File: config.mk
export PLATFORM = sky130hd
export DESIGN_NAME = pls_regs
export DESIGN_NICKNAME = d
export VERILOG_FILES = /design/src/rtl/pls_pkg.sv /design/src/rtl/pls_regs.sv
export SDC_FILE = /design/constraint.sdc
export NUM_CORES = 1
export LEC_CHECK = 0
export BUFFER_PORTS_ARGS = -buffer_cell sky130_fd_sc_hd__buf_2
export CORE_MARGIN = 1.5
export CORE_UTILIZATION = 49
export DETAILED_ROUTE_END_ITERATION = 8
export GPL_TIMING_DRIVEN = 0
export PLACE_DENSITY = 0.8
export SYNTH_ARGS = -nofsm -noshare
export SYNTH_HDL_FRONTEND = slang
export SYNTH_SLANG_ARGS = --single-unit
File: constraint.sdc
create_clock -name pclk -period 2.16 [get_ports pclk]
set_clock_uncertainty 0.2 [all_clocks]
set_input_delay 0.216 -clock pclk [delete_from_list [all_inputs] [get_ports pclk]]
set_output_delay 0.216 -clock pclk [all_outputs]
set_load 0.05 [all_outputs]
File: src/rtl/pls_pkg.sv
// shared constants and carrier types for the link and slot status register bank
package pls_pkg;

    // ----------------------------------------------------------------
    // register map (byte addresses)
    // ----------------------------------------------------------------
    localparam logic [11:0] PLS_LINK_OFS = 12'h0f0;
    localparam logic [11:0] PLS_SLOT_OFS = 12'h0f4;
    localparam logic [11:0] PLS_INT_STAT_OFS = 12'h100;
    localparam logic [11:0] PLS_INT_MASK_OFS = 12'h104;

    // ----------------------------------------------------------------
    // field positions and reset values
    // ----------------------------------------------------------------
    localparam logic [3:0] PLS_SPEED_2G5 = 4'h1;
    localparam logic [5:0] PLS_WIDTH_RST = 6'h01;
    localparam logic [7:0] PLS_PWR_VAL_RST = 8'h00;
    localparam logic [1:0] PLS_PWR_SCALE_RST = 2'h0;
    localparam logic [12:0] PLS_SLOT_NUM_RST = 13'h0000;
    localparam int PLS_PWR_LSB = 7;
    localparam int PLS_PWR_MSB = 16;

    // interrupt status bits
    localparam int PLS_IRQ_W = 4;
    localparam int PLS_IRQ_TRN_ERR = 0;
    localparam int PLS_IRQ_TRN_DONE = 1;
    localparam int PLS_IRQ_DL_CHG = 2;
    localparam int PLS_IRQ_SPL_SENT = 3;
    localparam logic [PLS_IRQ_W-1:0] PLS_IRQ_RST = 4'h0;

    // ----------------------------------------------------------------
    // carrier types
    // ----------------------------------------------------------------
    // training state from the physical / data link layers
    typedef struct packed {
        logic training;
        logic train_err;
        logic l0_ok;
        logic [5:0] width;
        logic dl_active;
    } pls_link_s;

    // defaults loaded from the serial management port or eeprom
    typedef struct packed {
        logic slot_clk;
        logic att_btn;
        logic pwr_ctl;
        logic att_ind;
        logic pwr_ind;
        logic surprise;
        logic hot_cap;
        logic [7:0] pwr_val;
        logic [1:0] pwr_scale;
        logic [12:0] slot_num;
    } pls_load_s;

    // set_slot_power_limit message request
    typedef struct packed {
        logic [7:0] pwr_val;
        logic [1:0] pwr_scale;
    } pls_spl_s;

endpackage : pls_pkg

File: src/rtl/pls_regs.sv
// link status and slot capabilities register bank with apb slave and interrupt
//
// Summary of operation
// - link speed bits 19:16 always read 0001b for the 2.5 Gb/s rate.
// - bits 25:20 report the negotiated lane count and reset to a single lane.
// - bit 26 is set on a training error, cleared on reaching L0, and resets to zero.
// - bit 27 is high while training runs, cleared when it finishes, and resets to zero.
// - bit 28 shows the slot clock source and its default comes from a strap or a load.
// - bit 29 reads one only while the data link machine is in DL_Active.
// - slot bits 0, 1 and 3 are read-only presence flags that reset to zero.
// - slot bit 4 is a read-only power indicator flag that resets to zero.
// - slot bit 5 is a read-only surprise removal flag that resets to zero.
// - slot bit 6 reports hot-plug support with its default from a strap or a load.
// - bits 14:7 hold a writable power limit, reset 00h, and a write sends a power limit message.
// - bits 16:15 hold a writable power scale, reset 00b, and a write sends a power limit message.
// - bits 31:19 hold a read-only physical slot number that resets to zero.
// - slot defaults can be replaced through the management load port.
module pls_regs
    import pls_pkg::*;
(
    // apb clock and reset
    input wire logic pclk,
    input wire logic presetn,
    // apb slave
    input wire logic psel,
    input wire logic penable,
    input wire logic pwrite,
    input wire logic [11:0] paddr,
    input wire logic [31:0] pwdata,
    input wire logic [3:0] pstrb,
    output logic [31:0] prdata,
    output logic pready,
    output logic pslverr,
    // straps, sampled once after reset release
    input wire logic strap_slot_clk,
    input wire logic strap_hot_cap,
    // management or eeprom default load
    input wire logic load_valid,
    input wire pls_pkg::pls_load_s load_data,
    // link training state
    input wire pls_pkg::pls_link_s link_in,
    // set_slot_power_limit message
    output logic spl_msg_valid,
    input wire logic spl_msg_ready,
    output pls_pkg::pls_spl_s spl_msg,
    // interrupt
    output logic irq
);
    import pls_pkg::*;

    // ----------------------------------------------------------------
    // helpers
    // ----------------------------------------------------------------
    function automatic logic [31:0] strb_mask(input logic [3:0] strb);
        logic [31:0] m;
        m = 32'h0000_0000;
        for (int i = 0; i < 4; i++)
        begin
            m[i*8 +: 8] = {8{strb[i]}};
        end
        return m;
    endfunction : strb_mask

    function automatic logic addr_is(input logic [11:0] a, input logic [11:0] ofs);
        return a[11:2] == ofs[11:2];
    endfunction : addr_is

    // ----------------------------------------------------------------
    // declarations
    // ----------------------------------------------------------------
    logic setup_ph;
    logic access_ph;
    logic wr_acc;
    logic rd_acc;
    logic [31:0] wmask;
    logic slot_wr;
    logic spl_fire;
    logic spl_done;
    logic stat_rd;
    logic mapped;

    logic strap_done_reg;
    logic train_err_reg;
    logic training_reg;
    logic [5:0] width_reg;
    logic dl_active_reg;
    logic slot_clk_reg;
    logic att_btn_reg;
    logic pwr_ctl_reg;
    logic att_ind_reg;
    logic pwr_ind_reg;
    logic surprise_reg;
    logic hot_cap_reg;
    logic [7:0] pwr_val_reg;
    logic [1:0] pwr_scale_reg;
    logic [12:0] slot_num_reg;
    logic spl_pend_reg;
    logic [PLS_IRQ_W-1:0] int_stat_reg;
    logic [PLS_IRQ_W-1:0] int_mask_reg;
    logic [PLS_IRQ_W-1:0] int_set;
    logic [31:0] link_word;
    logic [31:0] slot_word;
    logic [31:0] rd_next;
    logic [9:0] pwr_next;

    // ----------------------------------------------------------------
    // apb decode
    // ----------------------------------------------------------------
    // zero wait states: read data is fetched in the setup cycle
    assign setup_ph = psel && !penable;
    assign access_ph = psel && penable;
    assign wr_acc = access_ph && pwrite && !pslverr;
    assign rd_acc = access_ph && !pwrite;
    assign pready = access_ph;
    assign wmask = strb_mask(pstrb);
    assign mapped = addr_is(paddr, PLS_LINK_OFS) || addr_is(paddr, PLS_SLOT_OFS)
        || addr_is(paddr, PLS_INT_STAT_OFS) || addr_is(paddr, PLS_INT_MASK_OFS);

    // only the power bytes are writable; a write touching them sends the message
    assign slot_wr = wr_acc && addr_is(paddr, PLS_SLOT_OFS)
        && (|wmask[PLS_PWR_MSB:PLS_PWR_LSB]);
    assign pwr_next = ({pwr_scale_reg, pwr_val_reg} & ~wmask[PLS_PWR_MSB:PLS_PWR_LSB])
        | (pwdata[PLS_PWR_MSB:PLS_PWR_LSB] & wmask[PLS_PWR_MSB:PLS_PWR_LSB]);
    assign stat_rd = rd_acc && !pslverr && addr_is(paddr, PLS_INT_STAT_OFS);

    // ----------------------------------------------------------------
    // read data words
    // ----------------------------------------------------------------
    // link control half (15:0) lives elsewhere and reads as zero here
    assign link_word = {2'b00,
                        dl_active_reg,
                        slot_clk_reg,
                        training_reg,
                        train_err_reg,
                        width_reg,
                        PLS_SPEED_2G5,
                        16'h0000};

    assign slot_word = {slot_num_reg,
                        2'b00,
                        pwr_scale_reg,
                        pwr_val_reg,
                        hot_cap_reg,
                        surprise_reg,
                        pwr_ind_reg,
                        att_ind_reg,
                        1'b0,
                        pwr_ctl_reg, att_btn_reg};

    assign rd_next = addr_is(paddr, PLS_LINK_OFS) ? link_word
        : addr_is(paddr, PLS_SLOT_OFS) ? slot_word
        : addr_is(paddr, PLS_INT_STAT_OFS) ? {28'h000_0000, int_stat_reg}
        : addr_is(paddr, PLS_INT_MASK_OFS) ? {28'h000_0000, int_mask_reg} : 32'h0000_0000;

    // ----------------------------------------------------------------
    // bus answer registers
    // ----------------------------------------------------------------
    always_ff @(posedge pclk or negedge presetn)
    begin
        if (!presetn)
        begin
            prdata <= 32'h0000_0000;
            pslverr <= 1'b0;
        end
        else if (setup_ph)
        begin
            prdata <= pwrite ? 32'h0000_0000 : rd_next;
            pslverr <= !mapped;
        end
    end

    // ----------------------------------------------------------------
    // link training status
    // ----------------------------------------------------------------
    always_ff @(posedge pclk or negedge presetn)
    begin
        if (!presetn)
        begin
            train_err_reg <= 1'b0;
        end
        else if (link_in.train_err)
        begin
            train_err_reg <= 1'b1;
        end
        else if (link_in.l0_ok)
        begin
            train_err_reg <= 1'b0;
        end
    end

    always_ff @(posedge pclk or negedge presetn)
    begin
        if (!presetn)
        begin
            training_reg <= 1'b0;
            dl_active_reg <= 1'b0;
        end
        else
        begin
            training_reg <= link_in.training;
            dl_active_reg <= link_in.dl_active;
        end
    end

    // width is latched when training completes into L0
    always_ff @(posedge pclk or negedge presetn)
    begin
        if (!presetn)
        begin
            width_reg <= PLS_WIDTH_RST;
        end
        else if (link_in.l0_ok)
        begin
            width_reg <= link_in.width;
        end
    end

    // ----------------------------------------------------------------
    // strap capture and default loading
    // ----------------------------------------------------------------
    // straps are caught at the first edge after release, not by the reset itself
    always_ff @(posedge pclk or negedge presetn)
    begin
        if (!presetn)
        begin
            strap_done_reg <= 1'b0;
        end
        else
        begin
            strap_done_reg <= 1'b1;
        end
    end

    always_ff @(posedge pclk or negedge presetn)
    begin
        if (!presetn)
        begin
            slot_clk_reg <= 1'b0;
            hot_cap_reg <= 1'b0;
        end
        else if (load_valid)
        begin
            slot_clk_reg <= load_data.slot_clk;
            hot_cap_reg <= load_data.hot_cap;
        end
        else if (!strap_done_reg)
        begin
            slot_clk_reg <= strap_slot_clk;
            hot_cap_reg <= strap_hot_cap;
        end
    end

    always_ff @(posedge pclk or negedge presetn)
    begin
        if (!presetn)
        begin
            att_btn_reg <= 1'b0;
            pwr_ctl_reg <= 1'b0;
            att_ind_reg <= 1'b0;
            pwr_ind_reg <= 1'b0;
            surprise_reg <= 1'b0;
            slot_num_reg <= PLS_SLOT_NUM_RST;
        end
        else if (load_valid)
        begin
            att_btn_reg <= load_data.att_btn;
            pwr_ctl_reg <= load_data.pwr_ctl;
            att_ind_reg <= load_data.att_ind;
            pwr_ind_reg <= load_data.pwr_ind;
            surprise_reg <= load_data.surprise;
            slot_num_reg <= load_data.slot_num;
        end
    end

    // ----------------------------------------------------------------
    // slot power limit fields
    // ----------------------------------------------------------------
    // a software write in the same cycle as a load wins, since it also sends a message
    always_ff @(posedge pclk or negedge presetn)
    begin
        if (!presetn)
        begin
            pwr_val_reg <= PLS_PWR_VAL_RST;
            pwr_scale_reg <= PLS_PWR_SCALE_RST;
        end
        else if (slot_wr)
        begin
            pwr_val_reg <= pwr_next[7:0];
            pwr_scale_reg <= pwr_next[9:8];
        end
        else if (load_valid)
        begin
            pwr_val_reg <= load_data.pwr_val;
            pwr_scale_reg <= load_data.pwr_scale;
        end
    end

    // ----------------------------------------------------------------
    // set_slot_power_limit message request
    // ----------------------------------------------------------------
    // back-to-back writes merge into one pending message carrying the latest value
    assign spl_fire = slot_wr;
    assign spl_done = spl_pend_reg && spl_msg_ready;

    always_ff @(posedge pclk or negedge presetn)
    begin
        if (!presetn)
        begin
            spl_pend_reg <= 1'b0;
        end
        else if (spl_fire)
        begin
            spl_pend_reg <= 1'b1;
        end
        else if (spl_done)
        begin
            spl_pend_reg <= 1'b0;
        end
    end

    assign spl_msg_valid = spl_pend_reg;
    assign spl_msg.pwr_val = pwr_val_reg;
    assign spl_msg.pwr_scale = pwr_scale_reg;

    // ----------------------------------------------------------------
    // interrupt status and mask
    // ----------------------------------------------------------------
    always_comb
    begin
        int_set = PLS_IRQ_RST;
        int_set[PLS_IRQ_TRN_ERR] = link_in.train_err;
        int_set[PLS_IRQ_TRN_DONE] = training_reg && !link_in.training;
        int_set[PLS_IRQ_DL_CHG] = dl_active_reg != link_in.dl_active;
        int_set[PLS_IRQ_SPL_SENT] = spl_done;
    end

    // a read clears only the bits it returned, so an event landing at the setup edge is not lost
    always_ff @(posedge pclk or negedge presetn)
    begin
        if (!presetn)
        begin
            int_stat_reg <= PLS_IRQ_RST;
        end
        else if (stat_rd)
        begin
            int_stat_reg <= (int_stat_reg & ~prdata[PLS_IRQ_W-1:0]) | int_set;
        end
        else
        begin
            int_stat_reg <= int_stat_reg | int_set;
        end
    end

    always_ff @(posedge pclk or negedge presetn)
    begin
        if (!presetn)
        begin
            int_mask_reg <= PLS_IRQ_RST;
        end
        else if (wr_acc && addr_is(paddr, PLS_INT_MASK_OFS) && pstrb[0])
        begin
            int_mask_reg <= pwdata[PLS_IRQ_W-1:0];
        end
    end

    assign irq = |(int_stat_reg & int_mask_reg);

endmodule : pls_regs

Yosys cells after proc, flatten, opt, wreduce, memory -nomap -nowiden

Index checks and enable logic that the tools add are counted.

Bits in registers: 82
Input bits: 97
Output and inout port bits: 46
Word-level logic and storage cells: 79

Equality and inequality tests: 6
Mux-type cells: 18
Bitwise gates (word level): 9
Reduce and logical (&&, ||, !) cells: 26

Operators with widths:

| cell                                                 | count |
|---|---|
| 2-to-1 mux 32 bit                                    | 3 |
| bitwise AND 10 bit                                   | 2 |
| equality test 10 x 6 -> 1 bit, second input constant | 2 |
| equality test 10 x 7 -> 1 bit, second input constant | 2 |
| 2-to-1 mux 8 bit                                     | 2 |
| logical AND 1 bit                                    | 13 |
| 2-to-1 mux 4 bit                                     | 3 |
| NOT 10 bit                                           | 1 |
| OR 10 bit                                            | 1 |
| bitwise AND 4 bit                                    | 2 |
| 2-to-1 mux 1 bit                                     | 8 |
| OR 4 bit                                             | 2 |
| nonzero test 2 bit                                   | 3 |
| logical NOT 1 bit                                    | 5 |
| 2-to-1 mux 2 bit                                     | 2 |
| NOT 4 bit                                            | 1 |
| OR reduction 4 bit                                   | 1 |
| logical OR 1 bit                                     | 3 |
| OR reduction 3 bit                                   | 1 |
| != test 2 bit, second input constant                 | 1 |
| != test 1 bit                                        | 1 |

Longest topological paths before layout

Gate-level depths: netlist of the first run.

Depth after elaboration: 6
Mapped depth: 7
Mapped depth without buffers: 4

Least setup slack after synthesis of the first run

OpenSTA, ideal clock, no wires.

Path kind: reg2reg
Start point: register pslverr
End point: register int_mask_reg[0]
Arrival time: 1.664 ns
Path slack: 0.171 ns
Stages on the path, launching flop included: 5
Buffers on the path: 0
Cell sequence: dfrtp_1 > and3b_1 > nand4_1 > nor2_1 > mux2_2

Word-level cells in the longest chain between the ends: 4

RTL lines:

| item                           | RTL line        | source |
|---|---|---|
| from (decl)                    | pls_regs.sv:33  | `output logic pslverr,` |
| from (signal assigned)         | pls_regs.sv:168 | `pslverr <= !mapped;` |
| logical NOT 1 bit              | pls_regs.sv:112 | `assign wr_acc = access_ph && pwrite && !pslverr;` |
| logical AND 1 bit              | pls_regs.sv:112 |  |
| logical AND 1 bit (2 in a row) | pls_regs.sv:360 | `else if (wr_acc && addr_is(paddr, PLS_INT_MASK_OFS) && pstrb[0])` |
| to (signal assigned)           | pls_regs.sv:362 | `int_mask_reg <= pwdata[PLS_IRQ_W-1:0];` |
| to (decl)                      | pls_regs.sv:99  | `logic [PLS_IRQ_W-1:0] int_mask_reg;` |

No other way between the ends.
A chain may end at the register's enable or synchronous reset.

Worst setup path in the final report of the first run

Start point: register pslverr
End point: register int_mask_reg[3]

The elaborated chain is that of the path after synthesis.

==> results of run 1 <==
==> area by class of cell <==
| type | instances | area, um^2 | area share [%] |
|---|---|---|---|
| sequential | 80 | 2000 | 39.9 |
| multi-input combinational | 198 | 1500 | 29.9 |
| timing repair buffer | 165 | 1090 | 21.6 |
| clock buffer | 12 | 155 | 3.09 |
| tap | 99 | 124 | 2.47 |
| buffer | 22 | 119 | 2.37 |
| clock inverter | 3 | 17.5 | 0.349 |
| inverter | 3 | 11.3 | 0.224 |
==> metal layers <==
metal	global-route usage, %	up-vias	wire [um]
met2	44.0	109	5110
li1	-	1450	-
met1	33.1	1580	4120
met3	4.16	32	479
met4	14.0	0	303
met5	0	-	0
==> cells by family after synthesis <==
family,Yosys count,synth area share [%]
compound gates,67,15.7
mux,31,9.55
other cells,2,0.207
xor+xnor,1,0.241
simple gates,96,15.6
flops,80,55.2
buf+inv,25,3.58
==> cell usage after synthesis <==
cell	number	area, um^2
nand2_1	39	146
dfrtp_1	79	1980
nor4_1	2	12.5
a22oi_1	4	30.0
clkbuf_8	1	13.8
and3b_1	1	8.76
or3_4	1	11.3
dfstp_2	1	26.3
o311ai_0	1	8.76
a22o_1	17	149
inv_1	3	11.3
clkbuf_1	14	52.6
o21ai_1	1	5.00
a21oi_1	1	5.00
a32o_1	3	30.0
and2_1	6	37.5
buf_4	3	22.5
a221o_1	10	100
and3_1	1	6.26
nand2b_1	22	138
nor3_4	2	32.5
and2_2	7	52.6
a21o_1	4	30.0
nand3_1	3	15.0
a211o_1	10	87.6
and4b_1	2	20.0
mux2i_1	2	20.0
conb_1	2	7.51
or2b_4	1	11.3
nor2_1	1	3.75
o211ai_1	2	15.0
mux2_2	28	315
nand4_1	1	6.26
mux2_1	1	11.3
buf_6	2	22.5
o2bb2ai_1	10	87.6
o21ai_0	3	15.0
o22ai_1	1	6.26
nand4b_1	6	52.6
xor2_1	1	8.76
or4_4	1	11.3
buf_1	2	7.51
==> worst max-delay path, stage by stage, from the launching register on <==
cell and delay, ns:
dfrtp_1 0.40, and3b_1 0.33, nand4_1 0.23, nor2_1 0.36
mux2_2 0.38
==> power groups by stage <==
stage / Combinational (W) / Sequential, W / Clock [W]
2_1_floorplan: 0.000155 / 0.00170 / 0
6_report: 0.000451 / 0.00162 / 0.000991
4_1_cts: 0.000449 / 0.00162 / 0.00101
5_1_grt: 0.000491 / 0.00163 / 0.00106
3_5_place_dp: 0.000381 / 0.00165 / 0
3_3_place_gp: 0.000363 / 0.00164 / 0
==> stage by stage <==
stage	power, W	cell area, um^2	util [%]
2_1_floorplan	0.00185	3630	-
5_1_grt	0.00319	5020	69.5
4_1_cts	0.00307	5020	69.5
6_report	0.00306	5020	69.5
3_5_place_dp	0.00203	4370	60.6
3_3_place_gp	0.00201	4340	60.2
==> worst paths after layout <==
kind | start | to | slack, ns | cells past startpoint
max in group asynchronous | presetn | width_reg[0]$_DFFE_PN1P_ | 0.98 | 3
hold / removal | load_data[14] | flip-flop | 0.01 | 4
setup / recovery | pslverr$_DFFE_PN0P_ | int_mask_reg[3]$_DFFE_PN0P_ | 0.16 | 4
min in group asynchronous | presetn | prdata[8]$_DFFE_PN0P_ | 0.15 | 2
hold reg to reg | train_err_reg$_DFFE_PN0P_ | train_err_reg$_DFFE_PN0P_ | 0.30 | 1
setup reg to reg | pslverr$_DFFE_PN0P_ | int_mask_reg[3]$_DFFE_PN0P_ | 0.16 | 4
==> reports/metrics.cfg, run 1 <==
[floorplanning]
die_w_um=89.1
coreArea_um2=7210
rows=31
die_height_um=89.1
start_util_pct=50.3
dieArea_um2=7940
pin_count=143

[setup_path]
critPathRequiredTime_ns=2.19
arrival_ns=2.04
critPathCaptureType=flip-flop
startpoint_type=flip-flop
path_max_fanout=5
crit_type=reg2reg

[finish]
final_common_cell=buf_2
area_growth_pct=38.2
drive_above_1_share_pct=37.1
antenna_cells=0
final_nets=576
fillers=571
final_cell_mix=116 x buf_2, 79 x dfrtp_1, 47 x dlygate4sd3_1
layout.cells.non_filler=582

[place]
gp_congestion=0.845
numPortBuffers=117
dpl.cell_count=520
dp_slack_ns=-0.0622
dp_hpwl_um=6720

[timing]
hold_viol_final=0
fmax_ghz=0.499
whs_ns=0.0126
max-slew-margin-rel_pct=52.0
fin_crit_sh_pct=92.8
worst_pin_slew_ns=0.721
layout_setup_ws_ns=0.155
finalSetupViolations=0
drv_slew=0
period_needed_ns=2.00
finalSetupTns_ns=0
rsz0062_at_grt=false

[power_and_ir_drop]
pwr-share-seq_pct=52.9
pwr_density_cell_nw_per_um2=611
peakVddDrop_mv=0.329
combPwrFrac_pct=14.7
power_switching_w=0.000809
p_sw_share_pct=26.4
power_leakage_nw=2.45
p_int_w=0.00225
clkPwrFrac_pct=32.4

[global_routing]
grt_usage_pct=26.3
antenna_found_initial=0
grt_max_degree=51
grt_pass1_vias=3255
grt_pass1_wl_um=15600
grt_overflow_total=0

[detailed_routing]
vias=3171
wire_per_inst_um=17.2
dr.pass1.iters=4
drt-total-wl_um=10000
antenna_left=0
vias_per_cell=5.45
initialDrtViolationCount=191
route.detailed.drc=0

[outcome]
outcome=finished clean

[job]
drv_cap=0

[cts]
post-cts-setup-buffers=0
clk_pin_slew_ns=0.07
cts_root_buffer=clkbuf_8
clkLatencyLatePin_ns=0.35
cts_hold_buf=47
cts.sinks=80
cts_buffers=9
cts_resized=0
tritoncts=built
clock_path_buffers=2
htree_num_levels=3

[yosys]
syn_area_um2=3630
synth_cells=302
ys_ff_latch=80
netlist-cell-type-count=42
synth-seq-area-share_pct=55.2
syn_avg_cell_area_um2=12.0
ys_warn_count=0

[min_path]
hp-class=in2reg

No activity file was read; power rests on OpenSTA's default activity.
==> run 2, diff against run 1 <==
--- a/config.mk
+++ b/config.mk
@@ -5,6 +5,7 @@
 export SDC_FILE = /design/constraint.sdc
 export NUM_CORES = 1
 export LEC_CHECK = 0
+export ABC_AREA = 1
 export BUFFER_PORTS_ARGS = -buffer_cell sky130_fd_sc_hd__buf_2
 export CORE_MARGIN = 1.5
 export CORE_UTILIZATION = 49
==> run 2 against run 1 <==
  * Die area rose by 4.0%
  * Critical path type unchanged
  * Global-route usage decreased by 1.5 points
  * Wire length grew 0.37%
==> reports/metrics.cfg, run 2 <==
[cts]
cts_resized=0
cts.sinks=80
tritoncts=built
clock_path_buffers=2
cts_root_buffer=clkbuf_8
post-cts-setup-buffers=0
clkLatencyLatePin_ns=0.35
htree_num_levels=3
cts_buffers=9
clk_pin_slew_ns=0.09

[floorplanning]
rows=31
die_w_um=90.9
coreArea_um2=7370
pin_count=143
start_util_pct=51.3
die_height_um=90.9
dieArea_um2=8260

[detailed_routing]
vias=3614
wire_per_inst_um=13.8
dr.pass1.iters=4
vias_per_cell=4.95
initialDrtViolationCount=166
antenna_left=0
drt-total-wl_um=10100
route.detailed.drc=0

[timing]
drv_slew=0
fmax_ghz=0.492
worst_pin_slew_ns=0.607
finalSetupViolations=0
rsz0062_at_grt=false
fin_crit_sh_pct=94.1
max-slew-margin-rel_pct=59.2
finalSetupTns_ns=0
hold_viol_final=0
layout_setup_ws_ns=0.127
period_needed_ns=2.03

[yosys]
synth_top_family_by_area=simple AND/OR/NAND/NOR gates
ys_ff_latch=80
ys_async_sr_fraction_pct=100
synth_common_cells=160 x nand2_1, 79 x dfrtp_1, 68 x nand3_1
synth_cells=452
yosysMostFrequentCell=nand2_1
synthTopCellsByArea=dfrtp_1 52%, nand2_1 16%, nand3_1 9.0%
synthSimpleGateAreaFrac_pct=31.0
syn_avg_cell_area_um2=8.37
ys_warn_count=0
synth_flop_cell=dfrtp_1
syn_area_um2=3780
synth.mux.area_fraction_pct=1.79
synth_compound_area_share_pct=5.82
synth-seq-area-share_pct=53.0
synth_fa_ha_area_share_pct=0
synth-xor-area-share_pct=0.232
synth_edf_count=0
netlist-cell-type-count=28
yosysTopAreaCell=dfrtp_1
synth_top_area_share_pct=52.3

[job]
drv_cap=0

[global_routing]
grt_overflow_total=0
grt_max_degree=59
antenna_found_initial=0
grt_pass1_vias=3475
grt_usage_pct=24.9
grt_pass1_wl_um=16100

[finish]
drive_above_1_share_pct=28.1
final_common_cell=nand2_1
area_growth_pct=36.5
final_nets=723
design_area_um2=5160
final_cell_mix=160 x nand2_1, 121 x buf_2, 79 x dfrtp_1
antenna_cells=0

[place]
dp_slack_ns=0.398
dp_hpwl_um=6950
dpl_cell_area_um2=4530
gp_congestion=0.835
numPortBuffers=117

[power_and_ir_drop]
peakVddDrop_mv=0.315
pwr_density_cell_nw_per_um2=614
power_leakage_nw=2.89

[setup_path]
path_cells=inv_1 > nand4_2 > nor2_4 > nand2_4 > buf_6 > o21ai_1 > dlygate4sd3_1 > nand2_1 > nand2_1
crit_type=reg2reg
slowest_delay_ns=0.56
critPathRequiredTime_ns=2.26
critPathCaptureType=flip-flop
slowest_stage=dlygate4sd3_1
startpoint_type=flip-flop
path_max_fanout=10
arrival_ns=2.13
cpMostUsedCell=nand2_1

[outcome]
outcome=finished clean

[min_path]
hp-class=in2reg

[run 2: cell types whose count changed after synthesis, sizes merged, moves of 15 or more]
| cell | before | now |
|---|---|---|
| nand2 | 39 | 165 |
| nand3 | 3 | 70 |
| inv | 3 | 45 |
| o21ai | 4 | 33 |
| mux2 | 29 | 6 |
| nand2b | 22 | 0 |
| a22o | 17 | 0 |
| nor2 | 1 | 16 |
[run 2: critical path, delay by kind of cell (launching register included)]
kind	cells	cell delay (ns)
compound gates	1	0.10
buf+inv	3	0.81
flops	1	0.40
simple gates	5	0.48
[run 2: metal layers]
| layer | vias to the layer above | share of wire (%) | track usage (%) |
|---|---|---|---|
| li1 | 1779 | - | - |
| met1 | 1693 | 42 | 31.0 |
| met2 | 121 | 49 | 42.5 |
| met3 | 21 | 6.1 | 4.88 |
| met4 | 0 | 2.3 | 9.90 |
| met5 | - | 0 | 0 |
[run 2: area by class of cell]
type / count / area [um^2]
Inverter: 45 / 169
Tap cell: 99 / 124
Fill cell: 589 / 2210
Buffer: 22 / 134
Clock buffer: 10 / 128
Multi-Input combinational cell: 306 / 1480
Sequential cell: 80 / 2000
Clock inverter: 6 / 67.6
Timing Repair Buffer: 162 / 1060
[run 2: stage by stage]
stage | hold slack, ns | cells | util [%] | total power [W]
final | 0.0101 | 730 | 70.0 | 0.00317
after global routing | 0.0349 | 730 | 70.0 | 0.00330
after CTS | 0.00116 | 730 | 70.0 | 0.00319
after detailed placement | -0.0572 | 670 | 61.4 | 0.00204
after global placement | 0.137 | 669 | 61.0 | 0.00202
after floorplan | -0.280 | 453 | - | 0.00186
[run 2: path summary, 6_finish.rpt]
kind | cells past startpoint | slack [ns] | startpoint | end
worst max-delay path | 9 | 0.13 | pslverr$_DFFE_PN0P_ | flip-flop
worst min register to register | 2 | 0.28 | prdata[12]$_DFFE_PN0P_ | prdata[12]$_DFFE_PN0P_
worst min-delay path | 5 | 0.01 | load_data[21] | flip-flop
worst max register to register | 9 | 0.13 | pslverr$_DFFE_PN0P_ | flip-flop
min in group asynchronous | 2 | 0.11 | presetn | prdata[10]$_DFFE_PN0P_
max in group asynchronous | 3 | 1.02 | presetn | width_reg[0]$_DFFE_PN1P_
[run 2: repair_timing]
item	4_1_cts	5_1_grt
endpoints found under the setup margin	0	1
endpoints found under the hold margin	123	0
hold buffers	44	0
[run 2: kinds of logic (layout without fill, tap and decap cells)]
kind of cell | count (synthesis) | after routing
simple gates | 258 | 258
other cells | 2 | 3
compound gates | 38 | 38
buf+inv | 67 | 245
mux | 6 | 6
xor+xnor | 1 | 1
flops | 80 | 80
[run 2: where the power goes]
group | switching [W] | internal, W | total (W)
registers | 0.0000415 | 0.00157 | 0.00161
clock network | 0.000553 | 0.000538 | 0.00109
logic | 0.000280 | 0.000188 | 0.000468
==> run 3, diff against run 2 <==
--- a/config.mk
+++ b/config.mk
@@ -11,6 +11,7 @@
 export CORE_UTILIZATION = 49
 export DETAILED_ROUTE_END_ITERATION = 8
 export GPL_TIMING_DRIVEN = 0
+export MAX_ROUTING_LAYER = met4
 export PLACE_DENSITY = 0.8
 export SYNTH_ARGS = -nofsm -noshare
 export SYNTH_HDL_FRONTEND = slang
==> run 3 against run 2 <==
  * Sequential power is essentially flat
  * Register-to-register slack is essentially flat
  * Clock power is essentially flat
  * Combinational power is essentially flat
  * Cell area is the same
  * Core utilization is the same
==> reports/metrics.cfg, run 3 (same netlist as run 2, synthesis figures left out) <==
[outcome]
outcome=finished clean

[floorplanning]
coreArea_um2=7370
die_height_um=90.9
rows=31
start_util_pct=51.3
dieArea_um2=8260
die_w_um=90.9
pin_count=143

[power_and_ir_drop]
peakVddDrop_mv=0.314
combPwrFrac_pct=14.8
pwr_density_cell_nw_per_um2=616
pwr-share-seq_pct=50.7
clkPwrFrac_pct=34.6
power_switching_w=0.000883
p_total_w=0.00318
p_int_w=0.00229
power_leakage_nw=2.89
p_sw_share_pct=27.8

[timing]
period_needed_ns=2.03
finalSetupViolations=0
hold_viol_final=0
max-slew-margin-rel_pct=56.3
fin_crit_sh_pct=93.8
finalSetupTns_ns=0
fmax_ghz=0.494
rsz0062_at_grt=false
worst_pin_slew_ns=0.650
drv_slew=0
layout_setup_ws_ns=0.134

[finish]
final_cell_mix=160 x nand2_1, 121 x buf_2, 79 x dfrtp_1
final_common_cell=nand2_1
fin_util_pct=70.0
area_growth_pct=36.5
antenna_cells=0
drive_above_1_share_pct=28.1
design_area_um2=5160
final_nets=723

[global_routing]
antenna_found_initial=0
grt_overflow_total=0
grt_pass1_vias=3477
grt_max_degree=59
grt_usage_pct=25.6
grt_pass1_wl_um=16100

[cts]
tritoncts=built
cts_root_buffer=clkbuf_8
post-cts-setup-buffers=0
cts.sinks=80
htree_num_levels=3
clock_path_buffers=2
cts_buffers=9
clk_pin_slew_ns=0.09
clkLatencyLatePin_ns=0.35

[setup_path]
critPathCaptureType=flip-flop
arrival_ns=2.12
startpoint_type=flip-flop
crit_type=reg2reg
rrSetupSlack_ns=0.13
path_max_fanout=10
worstReg2RegStart=pslverr$_DFFE_PN0P_
critPathRequiredTime_ns=2.26
worstRegToRegCells=9

[detailed_routing]
vias_per_cell=5.02
vias=3662
wire_per_inst_um=13.8
antenna_left=0
dr.pass1.iters=5
initialDrtViolationCount=168
drt-total-wl_um=10100
route.detailed.drc=0

[place]
gp_congestion=0.848
dp_hpwl_um=6950
dpl_cell_area_um2=4530
numPortBuffers=117
dp_slack_ns=0.398

[min_path]
holdPathStages=5
hold_path_startpoint=load_data[18]
hp-class=in2reg

[job]
drv_cap=0

## run 3: cell counts in the layout (fill, tap and decap cells not counted)
No cell type changed its count.
## run 3: worst max-delay path, stage by stage (launching register included)
cell and delay (ns):
dfrtp_1 0.40, inv_1 0.10, nand4_2 0.12, nor2_4 0.16, nand2_4 0.10, buf_6 0.15, o21ai_1 0.10, dlygate4sd3_1 0.56
nand2_1 0.05, nand2_1 0.05
## run 3: routing by layer
| metal | wire length, um | GRT usage (%) | share of wire, % | vias to the layer above |
|---|---|---|---|---|
| met1 | 4420 | 31.4 | 44 | 1727 |
| met4 | 214 | 9.90 | 2.1 | 0 |
| met2 | 4910 | 42.5 | 49 | 133 |
| met5 | 0 | - | 0 | - |
| met3 | 553 | 4.29 | 5.5 | 21 |
| li1 | - | - | - | 1781 |
## run 3: how the worst max path moves through the flow
stage / cells past startpoint / startpoint / slack, ns / endpoint
final: 9 / pslverr$_DFFE_PN0P_ / 0.13 / flip-flop
after global routing: 9 / pslverr$_DFFE_PN0P_ / 0.02 / flip-flop
after CTS: 9 / pslverr$_DFFE_PN0P_ / 0.11 / flip-flop
after detailed placement: 8 / paddr[11] / 0.40 / prdata[23]$_DFFE_PN0P_
after global placement: 1 / presetn / 0.13 / int_mask_reg[2]$_DFFE_PN0P_
after floorplan: 9 / pslverr$_DFFE_PN0P_ / 0.39 / flip-flop
## run 3: what timing repair did
item | CTS | global route
resized for setup | 0 | 0
hold buffers | 44 | 0
endpoints found under the hold margin | 123 | 0
setup endpoints to repair | 0 | 1
## run 3: layout make-up
| cell class | count | area, um^2 |
|---|---|---|
| fill | 589 | 2210 |
| sequential | 80 | 2000 |
| multi-input combinational | 306 | 1480 |
| timing repair buffer | 162 | 1060 |
| inverter | 45 | 169 |
| buffer | 22 | 134 |
| clock buffer | 10 | 128 |
| tap | 99 | 124 |
| clock inverter | 6 | 67.6 |
## run 3: power groups by stage
stage	registers, W	logic [W]	clock network [W]
floorplan	0.00170	0.000165	0
global placement	0.00163	0.000387	0
detailed placement	0.00164	0.000402	0
CTS	0.00161	0.000467	0.00111
global route	0.00162	0.000512	0.00118
finish	0.00161	0.000469	0.00110
## run 3: metrics by stage
stage | hold slack (ns) | std cells
finish | 0.0111 | 730
global route | 0.0349 | 730
CTS | 0.00116 | 730
detailed placement | -0.0572 | 670
global placement | 0.137 | 669
floorplan | -0.280 | 453
